**src/hdl/phyc_consts.vh**
```
`ifndef PHYC_CONSTS_VH
`define PHYC_CONSTS_VH

// ----------------------------------------------------------------------
// register indices and byte addresses
// ----------------------------------------------------------------------
`define PHYC_IDX_CONTROL      6'h19
`define PHYC_IDX_ERRCOUNT     6'h1B
`define PHYC_ADDR_CONTROL     ({`PHYC_IDX_CONTROL, 2'b00})
`define PHYC_ADDR_ERRCOUNT    ({`PHYC_IDX_ERRCOUNT, 2'b00})
`define PHYC_ADDR_HI_ZERO     24'h000000

// ----------------------------------------------------------------------
// control register field positions
// ----------------------------------------------------------------------
`define PHYC_BIT_AUTOX        15
`define PHYC_BIT_FORCEX       14
`define PHYC_BIT_PAUSE_RX     13
`define PHYC_BIT_PAUSE_TX     12
`define PHYC_BIT_INJECT       11
`define PHYC_BIT_SEQ15        10
`define PHYC_BIT_PASS         9
`define PHYC_BIT_RUN          8
`define PHYC_BIT_BYPASS       7
`define PHYC_BIT_LED1         6
`define PHYC_BIT_LED0         5
`define PHYC_ADDR_MSB         4
`define PHYC_ADDR_LSB         0

// advertised pause field: bit 0 symmetric pause, bit 1 asymmetric direction
`define PHYC_PAUSE_SYM        0
`define PHYC_PAUSE_ASYM       1

// ----------------------------------------------------------------------
// reset values
// ----------------------------------------------------------------------
`define PHYC_RST_BIT          1'b0
`define PHYC_RST_LED1         1'b0
`define PHYC_RST_WORD         32'h00000000
`define PHYC_RST_COUNT        8'h00

// ----------------------------------------------------------------------
// timing and self-test constants
// ----------------------------------------------------------------------
`define PHYC_STRETCH_CYCLES   12'hFFF
`define PHYC_CNT_ZERO         12'h000
`define PHYC_CNT_ONE          12'h001
`define PHYC_BLINK_MSB        11
`define PHYC_LFSR_SEED        15'h7FFF
`define PHYC_CHK_CLEAR        15'h0000
`define PHYC_SYNC_LEN15       4'hF
`define PHYC_SYNC_LEN9        4'h9
`define PHYC_SYNC_ZERO        4'h0
`define PHYC_SYNC_ONE         4'h1
`define PHYC_COUNT_MAX        8'hFF
`define PHYC_COUNT_ONE        8'h01

`endif

```
**src/hdl/phyc_selftest.v**
```verilog
`timescale 1ns/1ps
`include "phyc_consts.vh"

module phyc_selftest (
  input  wire       sys_clk,
  input  wire       nrst,
  input  wire       ce,
  input  wire       run,
  input  wire       seq15,
  input  wire       inject,
  input  wire       rx_bit,
  output reg        tx_bit,
  output reg        err,
  output reg  [7:0] err_count
);

  reg  [14:0] gen;
  reg  [14:0] chk;
  reg  [3:0]  sync_cnt;
  reg         run_d;
  wire        gen_fb  = seq15 ? (gen[14] ^ gen[13]) : (gen[8] ^ gen[4]);
  wire        chk_fb  = seq15 ? (chk[14] ^ chk[13]) : (chk[8] ^ chk[4]);
  wire        live    = seq15 ? (|chk) : (|chk[8:0]);
  wire [3:0]  sync_len = seq15 ? `PHYC_SYNC_LEN15 : `PHYC_SYNC_LEN9;
  wire        synced  = (sync_cnt == sync_len);
  wire        start   = run & ~run_d;
  wire        mismatch = run & synced & (rx_bit != chk_fb);

  // ----------------------------------------------------------------------
  // generator and checker
  // ----------------------------------------------------------------------
  // the checker follows the line until a non-zero window has predicted a full
  // state of bits in a row, so idle bits ahead of the sequence and any line
  // delay cannot lock it wrongly; then it runs on its own so that one flipped
  // bit is counted once and not per tap
  always @(posedge sys_clk) begin
    if (!nrst) begin
      gen       <= `PHYC_LFSR_SEED;
      chk       <= `PHYC_LFSR_SEED;
      sync_cnt  <= `PHYC_SYNC_ZERO;
      run_d     <= `PHYC_RST_BIT;
      tx_bit    <= `PHYC_RST_BIT;
      err       <= `PHYC_RST_BIT;
      err_count <= `PHYC_RST_COUNT;
    end else if (ce) begin
      run_d <= run;
      err   <= mismatch;
      if (start) begin
        gen       <= `PHYC_LFSR_SEED;
        chk       <= `PHYC_CHK_CLEAR;
        sync_cnt  <= `PHYC_SYNC_ZERO;
        err_count <= `PHYC_RST_COUNT;
      end else if (run) begin
        gen    <= {gen[13:0], gen_fb};
        tx_bit <= gen_fb ^ inject;
        if (!synced) begin
          chk <= {chk[13:0], rx_bit};
          if (live && (rx_bit == chk_fb))
            sync_cnt <= sync_cnt + `PHYC_SYNC_ONE;
          else
            sync_cnt <= `PHYC_SYNC_ZERO;
        end else begin
          chk <= {chk[13:0], chk_fb};
        end
        if (mismatch && err_count != `PHYC_COUNT_MAX)
          err_count <= err_count + `PHYC_COUNT_ONE;
      end else begin
        tx_bit <= `PHYC_RST_BIT;
      end
    end
  end

endmodule // phyc_selftest

```
**src/hdl/phyc_top.v**
```verilog
// Decided for this implementation: register access over AHB-Lite.
`timescale 1ns/1ps
`include "phyc_consts.vh"


module phyc_top (
  input  wire        sys_clk,
  input  wire        nrst,
  input  wire        ce,
  input  wire        hsel,
  input  wire [31:0] haddr,
  input  wire [1:0]  htrans,
  input  wire        hwrite,
  input  wire [2:0]  hsize,
  input  wire [31:0] hwdata,
  input  wire        hready,
  output wire        hreadyout,
  output wire        hresp,
  output reg  [31:0] hrdata,
  input  wire        strap_auto_crossover,
  input  wire        strap_led_mode0,
  input  wire [4:0]  strap_port_address,
  input  wire        autoneg_enable,
  input  wire        crossover_detect,
  input  wire [1:0]  local_pause_adv,
  input  wire [1:0]  partner_pause_adv,
  input  wire        full_duplex_hcd,
  input  wire        link_good,
  input  wire        speed_100,
  input  wire        activity,
  input  wire        collision,
  input  wire        duplex_full,
  input  wire        selftest_rx_bit,
  output reg         pair_swap,
  output reg         pause_rx_enable,
  output reg         pause_tx_enable,
  output reg         link_indicator,
  output reg         speed_indicator,
  output reg         activity_collision_indicator,
  output wire        selftest_tx_bit,
  output reg  [4:0]  port_address
);

  reg        auto_crossover_enable;
  reg        crossover_force;
  reg        selftest_error_inject;
  reg        selftest_sequence_select;
  reg        selftest_run;
  reg        selftest_fail;
  reg        led_stretch_bypass;
  reg  [1:0] led_mode_select;
  reg        wr_pend;
  reg        rd_pend;
  reg        rd_done;
  reg  [7:0] a_addr;
  reg  [11:0] blink_cnt;
  wire       st_err;
  wire [7:0] st_count;
  wire [1:0] led_raw = {collision, activity};
  wire [1:0] led_str;

  // ----------------------------------------------------------------------
  // bus slave
  // ----------------------------------------------------------------------
  // reads take one wait state so a read right after a write sees the new value;
  // a low ce stalls the bus rather than letting a transfer slip past frozen state
  wire       ready_int = ~rd_pend | rd_done;
  assign hreadyout = ce & ready_int;
  assign hresp     = 1'b0;
  wire       accept  = hsel & htrans[1] & hready & ce;
  wire       do_wr   = ce & wr_pend;
  wire       hit_ctl = (a_addr == `PHYC_ADDR_CONTROL);
  wire       hit_cnt = (a_addr == `PHYC_ADDR_ERRCOUNT);

  wire        selftest_pass_flag = selftest_run & ~selftest_fail;
  wire [15:0] ctl_word = {auto_crossover_enable, crossover_force, pause_rx_enable,
                          pause_tx_enable, selftest_error_inject, selftest_sequence_select,
                          selftest_pass_flag, selftest_run, led_stretch_bypass,
                          led_mode_select, port_address};

  always @(posedge sys_clk) begin
    if (!nrst) begin
      wr_pend <= `PHYC_RST_BIT;
      rd_pend <= `PHYC_RST_BIT;
      rd_done <= `PHYC_RST_BIT;
      a_addr  <= 8'h00;
      hrdata  <= `PHYC_RST_WORD;
    end else if (ce) begin
      if (ready_int) begin
        wr_pend <= accept & hwrite;
        rd_pend <= accept & ~hwrite;
        rd_done <= `PHYC_RST_BIT;
        if (accept)
          a_addr <= (haddr[31:8] == `PHYC_ADDR_HI_ZERO) ? haddr[7:0] : 8'hFF;
      end else begin
        rd_done <= 1'b1;
        if (hit_ctl)
          hrdata <= {16'h0000, ctl_word};
        else if (hit_cnt)
          hrdata <= {24'h000000, st_count};
        else
          hrdata <= `PHYC_RST_WORD;
      end
    end
  end

  // ----------------------------------------------------------------------
  // control register
  // ----------------------------------------------------------------------
  // strap levels are sampled while reset is held, since the reset is synchronous
  always @(posedge sys_clk) begin
    if (!nrst) begin
      auto_crossover_enable    <= strap_auto_crossover;
      crossover_force          <= `PHYC_RST_BIT;
      selftest_error_inject    <= `PHYC_RST_BIT;
      selftest_sequence_select <= `PHYC_RST_BIT;
      selftest_run             <= `PHYC_RST_BIT;
      led_stretch_bypass       <= `PHYC_RST_BIT;
      led_mode_select          <= {`PHYC_RST_LED1, strap_led_mode0};
      port_address             <= strap_port_address;
    end else if (ce) begin
      selftest_error_inject <= `PHYC_RST_BIT;
      if (do_wr && hit_ctl) begin
        auto_crossover_enable    <= hwdata[`PHYC_BIT_AUTOX];
        crossover_force          <= hwdata[`PHYC_BIT_FORCEX];
        selftest_error_inject    <= hwdata[`PHYC_BIT_INJECT];
        selftest_sequence_select <= hwdata[`PHYC_BIT_SEQ15];
        selftest_run             <= hwdata[`PHYC_BIT_RUN];
        led_stretch_bypass       <= hwdata[`PHYC_BIT_BYPASS];
        led_mode_select          <= {hwdata[`PHYC_BIT_LED1], hwdata[`PHYC_BIT_LED0]};
        port_address             <= hwdata[`PHYC_ADDR_MSB:`PHYC_ADDR_LSB];
      end
    end
  end

  // ----------------------------------------------------------------------
  // pause resolution, crossover and self-test status
  // ----------------------------------------------------------------------
  wire lp = local_pause_adv[`PHYC_PAUSE_SYM];
  wire la = local_pause_adv[`PHYC_PAUSE_ASYM];
  wire pp = partner_pause_adv[`PHYC_PAUSE_SYM];
  wire pa = partner_pause_adv[`PHYC_PAUSE_ASYM];

  always @(posedge sys_clk) begin
    if (!nrst) begin
      pause_rx_enable <= `PHYC_RST_BIT;
      pause_tx_enable <= `PHYC_RST_BIT;
      pair_swap       <= `PHYC_RST_BIT;
      selftest_fail   <= `PHYC_RST_BIT;
    end else if (ce) begin
      pause_rx_enable <= full_duplex_hcd & ((lp & pp) | (lp & la & ~pp & pa));
      pause_tx_enable <= full_duplex_hcd & ((lp & pp) | (~lp & la & pp & pa));
      // the automatic decision is honoured only while auto-negotiation runs
      pair_swap <= crossover_force |
                   (auto_crossover_enable & autoneg_enable & crossover_detect);
      // an error in the stop cycle still latches; it is released on the next idle cycle
      if (st_err)
        selftest_fail <= 1'b1;
      else if (!selftest_run)
        selftest_fail <= `PHYC_RST_BIT;
    end
  end

  phyc_selftest i_phyc_selftest (
    .sys_clk   (sys_clk),
    .nrst      (nrst),
    .ce        (ce),
    .run       (selftest_run),
    .seq15     (selftest_sequence_select),
    .inject    (selftest_error_inject),
    .rx_bit    (selftest_rx_bit),
    .tx_bit    (selftest_tx_bit),
    .err       (st_err),
    .err_count (st_count)
  );

  // ----------------------------------------------------------------------
  // led stretching and mode selection
  // ----------------------------------------------------------------------
  genvar i;
  generate
    for (i = 0; i < 2; i = i + 1) begin : g_stretch
      reg [11:0] cnt;
      always @(posedge sys_clk) begin
        if (!nrst)
          cnt <= `PHYC_CNT_ZERO;
        else if (ce) begin
          if (led_raw[i])
            cnt <= `PHYC_STRETCH_CYCLES;
          else if (cnt != `PHYC_CNT_ZERO)
            cnt <= cnt - `PHYC_CNT_ONE;
        end
      end
      // short events would be invisible on an LED without the hold time
      assign led_str[i] = led_stretch_bypass ? led_raw[i] :
                          (led_raw[i] | (cnt != `PHYC_CNT_ZERO));
    end
  endgenerate

  wire blink_off = led_str[0] & blink_cnt[`PHYC_BLINK_MSB];

  always @(posedge sys_clk) begin
    if (!nrst) begin
      blink_cnt                    <= `PHYC_CNT_ZERO;
      link_indicator               <= `PHYC_RST_BIT;
      speed_indicator              <= `PHYC_RST_BIT;
      activity_collision_indicator <= `PHYC_RST_BIT;
    end else if (ce) begin
      blink_cnt       <= blink_cnt + `PHYC_CNT_ONE;
      speed_indicator <= speed_100;
      if (led_mode_select[0]) begin
        link_indicator               <= link_good;
        activity_collision_indicator <= led_str[0];
      end else if (!led_mode_select[1]) begin
        link_indicator               <= link_good & ~blink_off;
        activity_collision_indicator <= led_str[1];
      end else begin
        link_indicator               <= link_good & ~blink_off;
        activity_collision_indicator <= duplex_full;
      end
    end
  end

endmodule // phyc_top

```
**config.mk**
```make
export PLATFORM = sky130hd
export DESIGN_NAME = phyc_top
export DESIGN_NICKNAME = d
export VERILOG_FILES = /design/src/hdl/phyc_selftest.v /design/src/hdl/phyc_top.v
export VERILOG_INCLUDE_DIRS = /design/src /design/src/hdl
export SDC_FILE = /design/constraint.sdc
export NUM_CORES = 1
export LEC_CHECK = 0
export ABC_CLOCK_PERIOD_IN_PS = 2700
export BUFFER_PORTS_ARGS = -buffer_cell sky130_fd_sc_hd__buf_2
export CORE_ASPECT_RATIO = 0.75
export CORE_MARGIN = 1.5
export CORE_UTILIZATION = 54
export DETAILED_ROUTE_END_ITERATION = 16
export GPL_TIMING_DRIVEN = 0
export HOLD_SLACK_MARGIN = 0.03
export PLACE_DENSITY = 0.8
export SYNTH_ARGS = -nofsm -noshare
export SYNTH_HDL_FRONTEND = slang
export SYNTH_SLANG_ARGS = --single-unit
```
**constraint.sdc**
```tcl
create_clock -name sys_clk -period 2.7 [get_ports sys_clk]
set_clock_uncertainty 0.15 [all_clocks]
set_input_delay 0.405 -clock sys_clk [delete_from_list [all_inputs] [get_ports sys_clk]]
set_output_delay 0.405 -clock sys_clk [all_outputs]
set_load 0.01 [all_outputs]
```
==> flow_metrics.py <==
metrics = {
    "global_routing": {
        "grt_max_degree": 17,
        "grt_overflow": 0,
        "grt_pass1_vias": 5155,
        "grt_pass1_wl_mm": 24.5,
        "antenna_found_initial": 0,
        "grt_usage_pct": 27.7,
    },
    "timing": {
        "tightest_slew_ns": 0.818,
        "fin_crit_sh_pct": 93.0,
        "setup_viol": 0,
        "period_minus_slack_ns": 2.51,
        "setup-tns-final_ns": 0,
        "max_freq_ghz": 0.398,
        "timing.slew.headroom_pct": 45.1,
        "slew_violations": 0,
        "rsz0062_at_grt": "no",
        "finalHoldViolCount": 0,
        "setup_slack_ns": 0.189,
    },
    "layout": {
        "instances_no_fill": 918,
        "diodes": 0,
        "drive_above_1_share_pct": 23.0,
        "finalInstanceArea_um2": 7090,
        "fillers": 809,
        "final_common_cell": "dfxtp_1",
        "areaGrowthSynthToFinish_pct": 21.8,
        "final_cell_mix": "121 x dfxtp_1, 99 x buf_2, 72 x nor2_1, 51 x nand2_1, 31 x clkbuf_1",
        "final_nets": 872,
    },
    "worst_setup_path": {
        "r2r-end": "port_address[3]",
        "cp_top_family": "simple AND/OR/NAND/NOR gates",
        "rr_startpoint": "a_addr[6]",
        "critPathMaxFanout": 7,
        "critPathKind": "reg -> reg",
        "critical_path.max_stage_delay_ns": 0.74,
        "crit_slowest_cell": "nor3_2",
        "path_buf_inv": 0,
        "worst_setup_path_start_kind": "flop",
        "crit_arrival_ns": 2.44,
        "reg2reg_depth": 4,
        "crit_required_ns": 2.63,
        "ff2ff_setup_slack_ns": 0.19,
        "cp-end-kind": "flop",
        "path_cells": "nor4bb_1, nand4_1, nor3_2, nand2b_1",
    },
    "detailed_routing": {
        "totalWireLength_mm": 15.0,
        "via_count": 5338,
        "ant_nets": 0,
        "drtIter0Drc": 536,
        "drc_errors": 0,
        "vias_per_cell": 5.81,
        "wire_per_inst_um": 16.3,
        "firstDrtPassIters": 5,
    },
    "clocking": {
        "cts-htree-levels": 4,
        "cts_setup_buffers": 0,
        "clock_latency_ns": 0.42,
        "cts_tree": "built",
        "path_clk_slew_ns": 0.05,
        "cts_made_buffers": 17,
        "clockBufferDepth": 2,
        "cts-resized-gates": 0,
        "cts.sinks": 128,
        "cts_root_buf": "clkbuf_16",
        "cts_hold_buf": 0,
    },
    "min_path": {
        "hold_class": "in -> reg",
        "hold_depth": 3,
        "hp-start": "speed_100",
        "timing.hold.worst_endpoint": "speed_indicator",
    },
    "yosys": {
        "synth_warnings": 0,
        "ys_types": 70,
        "synth_seq_cells": 128,
        "yosysSeqAreaShare_pct": 45.2,
        "async_reset_ff_share_pct": 0,
        "synth_edf_count": 7,
        "syn-cell-area_um2": 5820,
        "syn_avg_cell_area_um2": 9.12,
        "syn-instance-count": 638,
        "ys.flop_type": "dfxtp_1",
    },
    "die": {
        "core_um2": 10400,
        "die_x_um": 123,
        "die-height_um": 92.9,
        "pin_count": 141,
        "initial_core_util_pct": 56.1,
        "num_rows": 32,
        "design.die.area_um2": 11400,
    },
    "placement": {
        "dp_slack_ns": 0.199,
        "dpl_cell_area_um2": 6530,
        "hpwl_mm": 10.7,
        "port_buffers": 97,
        "gp_congestion": 0.889,
        "dp_cells": 887,
    },
    "pwr": {
        "power.density_nw_per_um2": 644,
        "p_leak_uw": 0.00277,
        "irDropWorstVdd_mv": 0.478,
    },
    "flow_run": {
        "cap_violations": 0,
    },
    "outcome": {
        "status": "finished, final reports clean",
    },
}
-- kinds of logic after synthesis --
group | count (synthesis) | synth area share, %
buffers and inverters | 69 | 6.56
adder cells (fa/ha/maj) | 7 | 1.51
multiplexers | 29 | 5.40
other | 1 | 0.0645
AO/OA/AOI/OAI | 133 | 16.2
AND/OR/NAND/NOR | 247 | 21.4
flip-flops | 128 | 45.2
XOR/XNOR | 24 | 3.61
-- cell type report --
| class | count | area, um2 | share of cell area (%) |
|---|---|---|---|
| Clock inverter | 6 | 57.6 | 0.812 |
| Inverter | 16 | 60.1 | 0.847 |
| Sequential cell | 128 | 2630 | 37.1 |
| Buffer | 53 | 322 | 4.54 |
| Clock buffer | 25 | 495 | 6.99 |
| Timing Repair Buffer | 97 | 485 | 6.85 |
| Tap cell | 136 | 170 | 2.40 |
| Multi-Input combinational cell | 457 | 2860 | 40.4 |
-- per-stage QoR --
step           hold slack [ns]  utilization [%]  total power (uW)
5_1_grt                  0.101             68.3              4730
3_5_place_dp             0.305             63.0              2450
6_report                0.0913             68.3              4560
4_1_cts                 0.0850             68.3              4560
2_1_floorplan            0.290                -              2310
3_3_place_gp             0.300             63.0              2430
-- state kept, by name (all words and copies together), names as in the netlist, 2 cells and up --
register,flops
blink_cnt,12
led_mode_select,2
i_phyc_selftest.chk,15
a_addr,8
hrdata,16
i_phyc_selftest.sync_cnt,4
g_stretch.cnt,24
port_address,5
i_phyc_selftest.gen,15
i_phyc_selftest.err_count,8
-- Yosys cell counts, types with 3 or more instances --
cell | number | share of area (%)
dfxtp_1 | 121 | 42
nor2_1 | 72 | 4.6
nand2_1 | 51 | 3.3
a21oi_1 | 28 | 2.4
nor3_1 | 28 | 2.4
clkbuf_1 | 27 | 1.7
nand3_1 | 22 | 1.9
a22oi_1 | 19 | 2.5
buf_4 | 17 | 2.2
inv_1 | 16 | 1.0
xnor2_1 | 16 | 2.4
mux2_2 | 15 | 2.9
nor4_1 | 15 | 1.6
o21ai_0 | 15 | 1.3
o22ai_1 | 14 | 1.5
mux2i_1 | 13 | 2.2
a221o_1 | 12 | 2.1
nand4_1 | 11 | 1.2
xor2_1 | 8 | 1.2
edfxtp_1 | 7 | 3.6
ha_1 | 7 | 1.5
a211oi_1 | 6 | 0.77
a311oi_1 | 6 | 0.90
nand2b_1 | 6 | 0.65
nor2b_1 | 6 | 0.65
a31oi_1 | 5 | 0.54
a32oi_1 | 5 | 0.75
or3_1 | 5 | 0.54
nor3b_1 | 4 | 0.52
a21o_1 | 3 | 0.39
and4_1 | 3 | 0.45
clkbuf_8 | 3 | 0.71
o221a_2 | 3 | 0.58
or2_2 | 3 | 0.32
or4_1 | 3 | 0.39
-- power by group --
part,internal [uW],switching (uW),leakage (uW)
clock,1350,794,0.000273
combinational,179,216,0.00145
sequential,1970,55.3,0.00105
total,3500,1070,0.00277
-- how the worst max path moves through the flow --
stage	start	end	slack [ns]	cells after the start
detailed placement	ce	hrdata[9]	0.20	7
global route	a_addr[6]	port_address[3]	0.02	4
CTS	a_addr[6]	port_address[3]	0.18	4
floorplan	i_phyc_selftest.chk[4]	i_phyc_selftest.err_count[7]	0.66	6
global placement	ce	hrdata[9]	0.22	7
finish	a_addr[6]	port_address[3]	0.19	4
-- worst min-delay path, cell delays in order --
cell and delay, ns:
buf_2 0.08, mux2i_1 0.05, nor2_1 0.08
-- layer usage --
metal	vias to the layer above	GRT usage [%]	share of wire, %
li1	2566	-	-
met3	24	7.94	8.7
met1	2492	36.3	44
met4	0	8.82	1.3
met5	-	0	0
met2	256	43.9	46
Note: power is estimated with default switching activity, not from simulation.
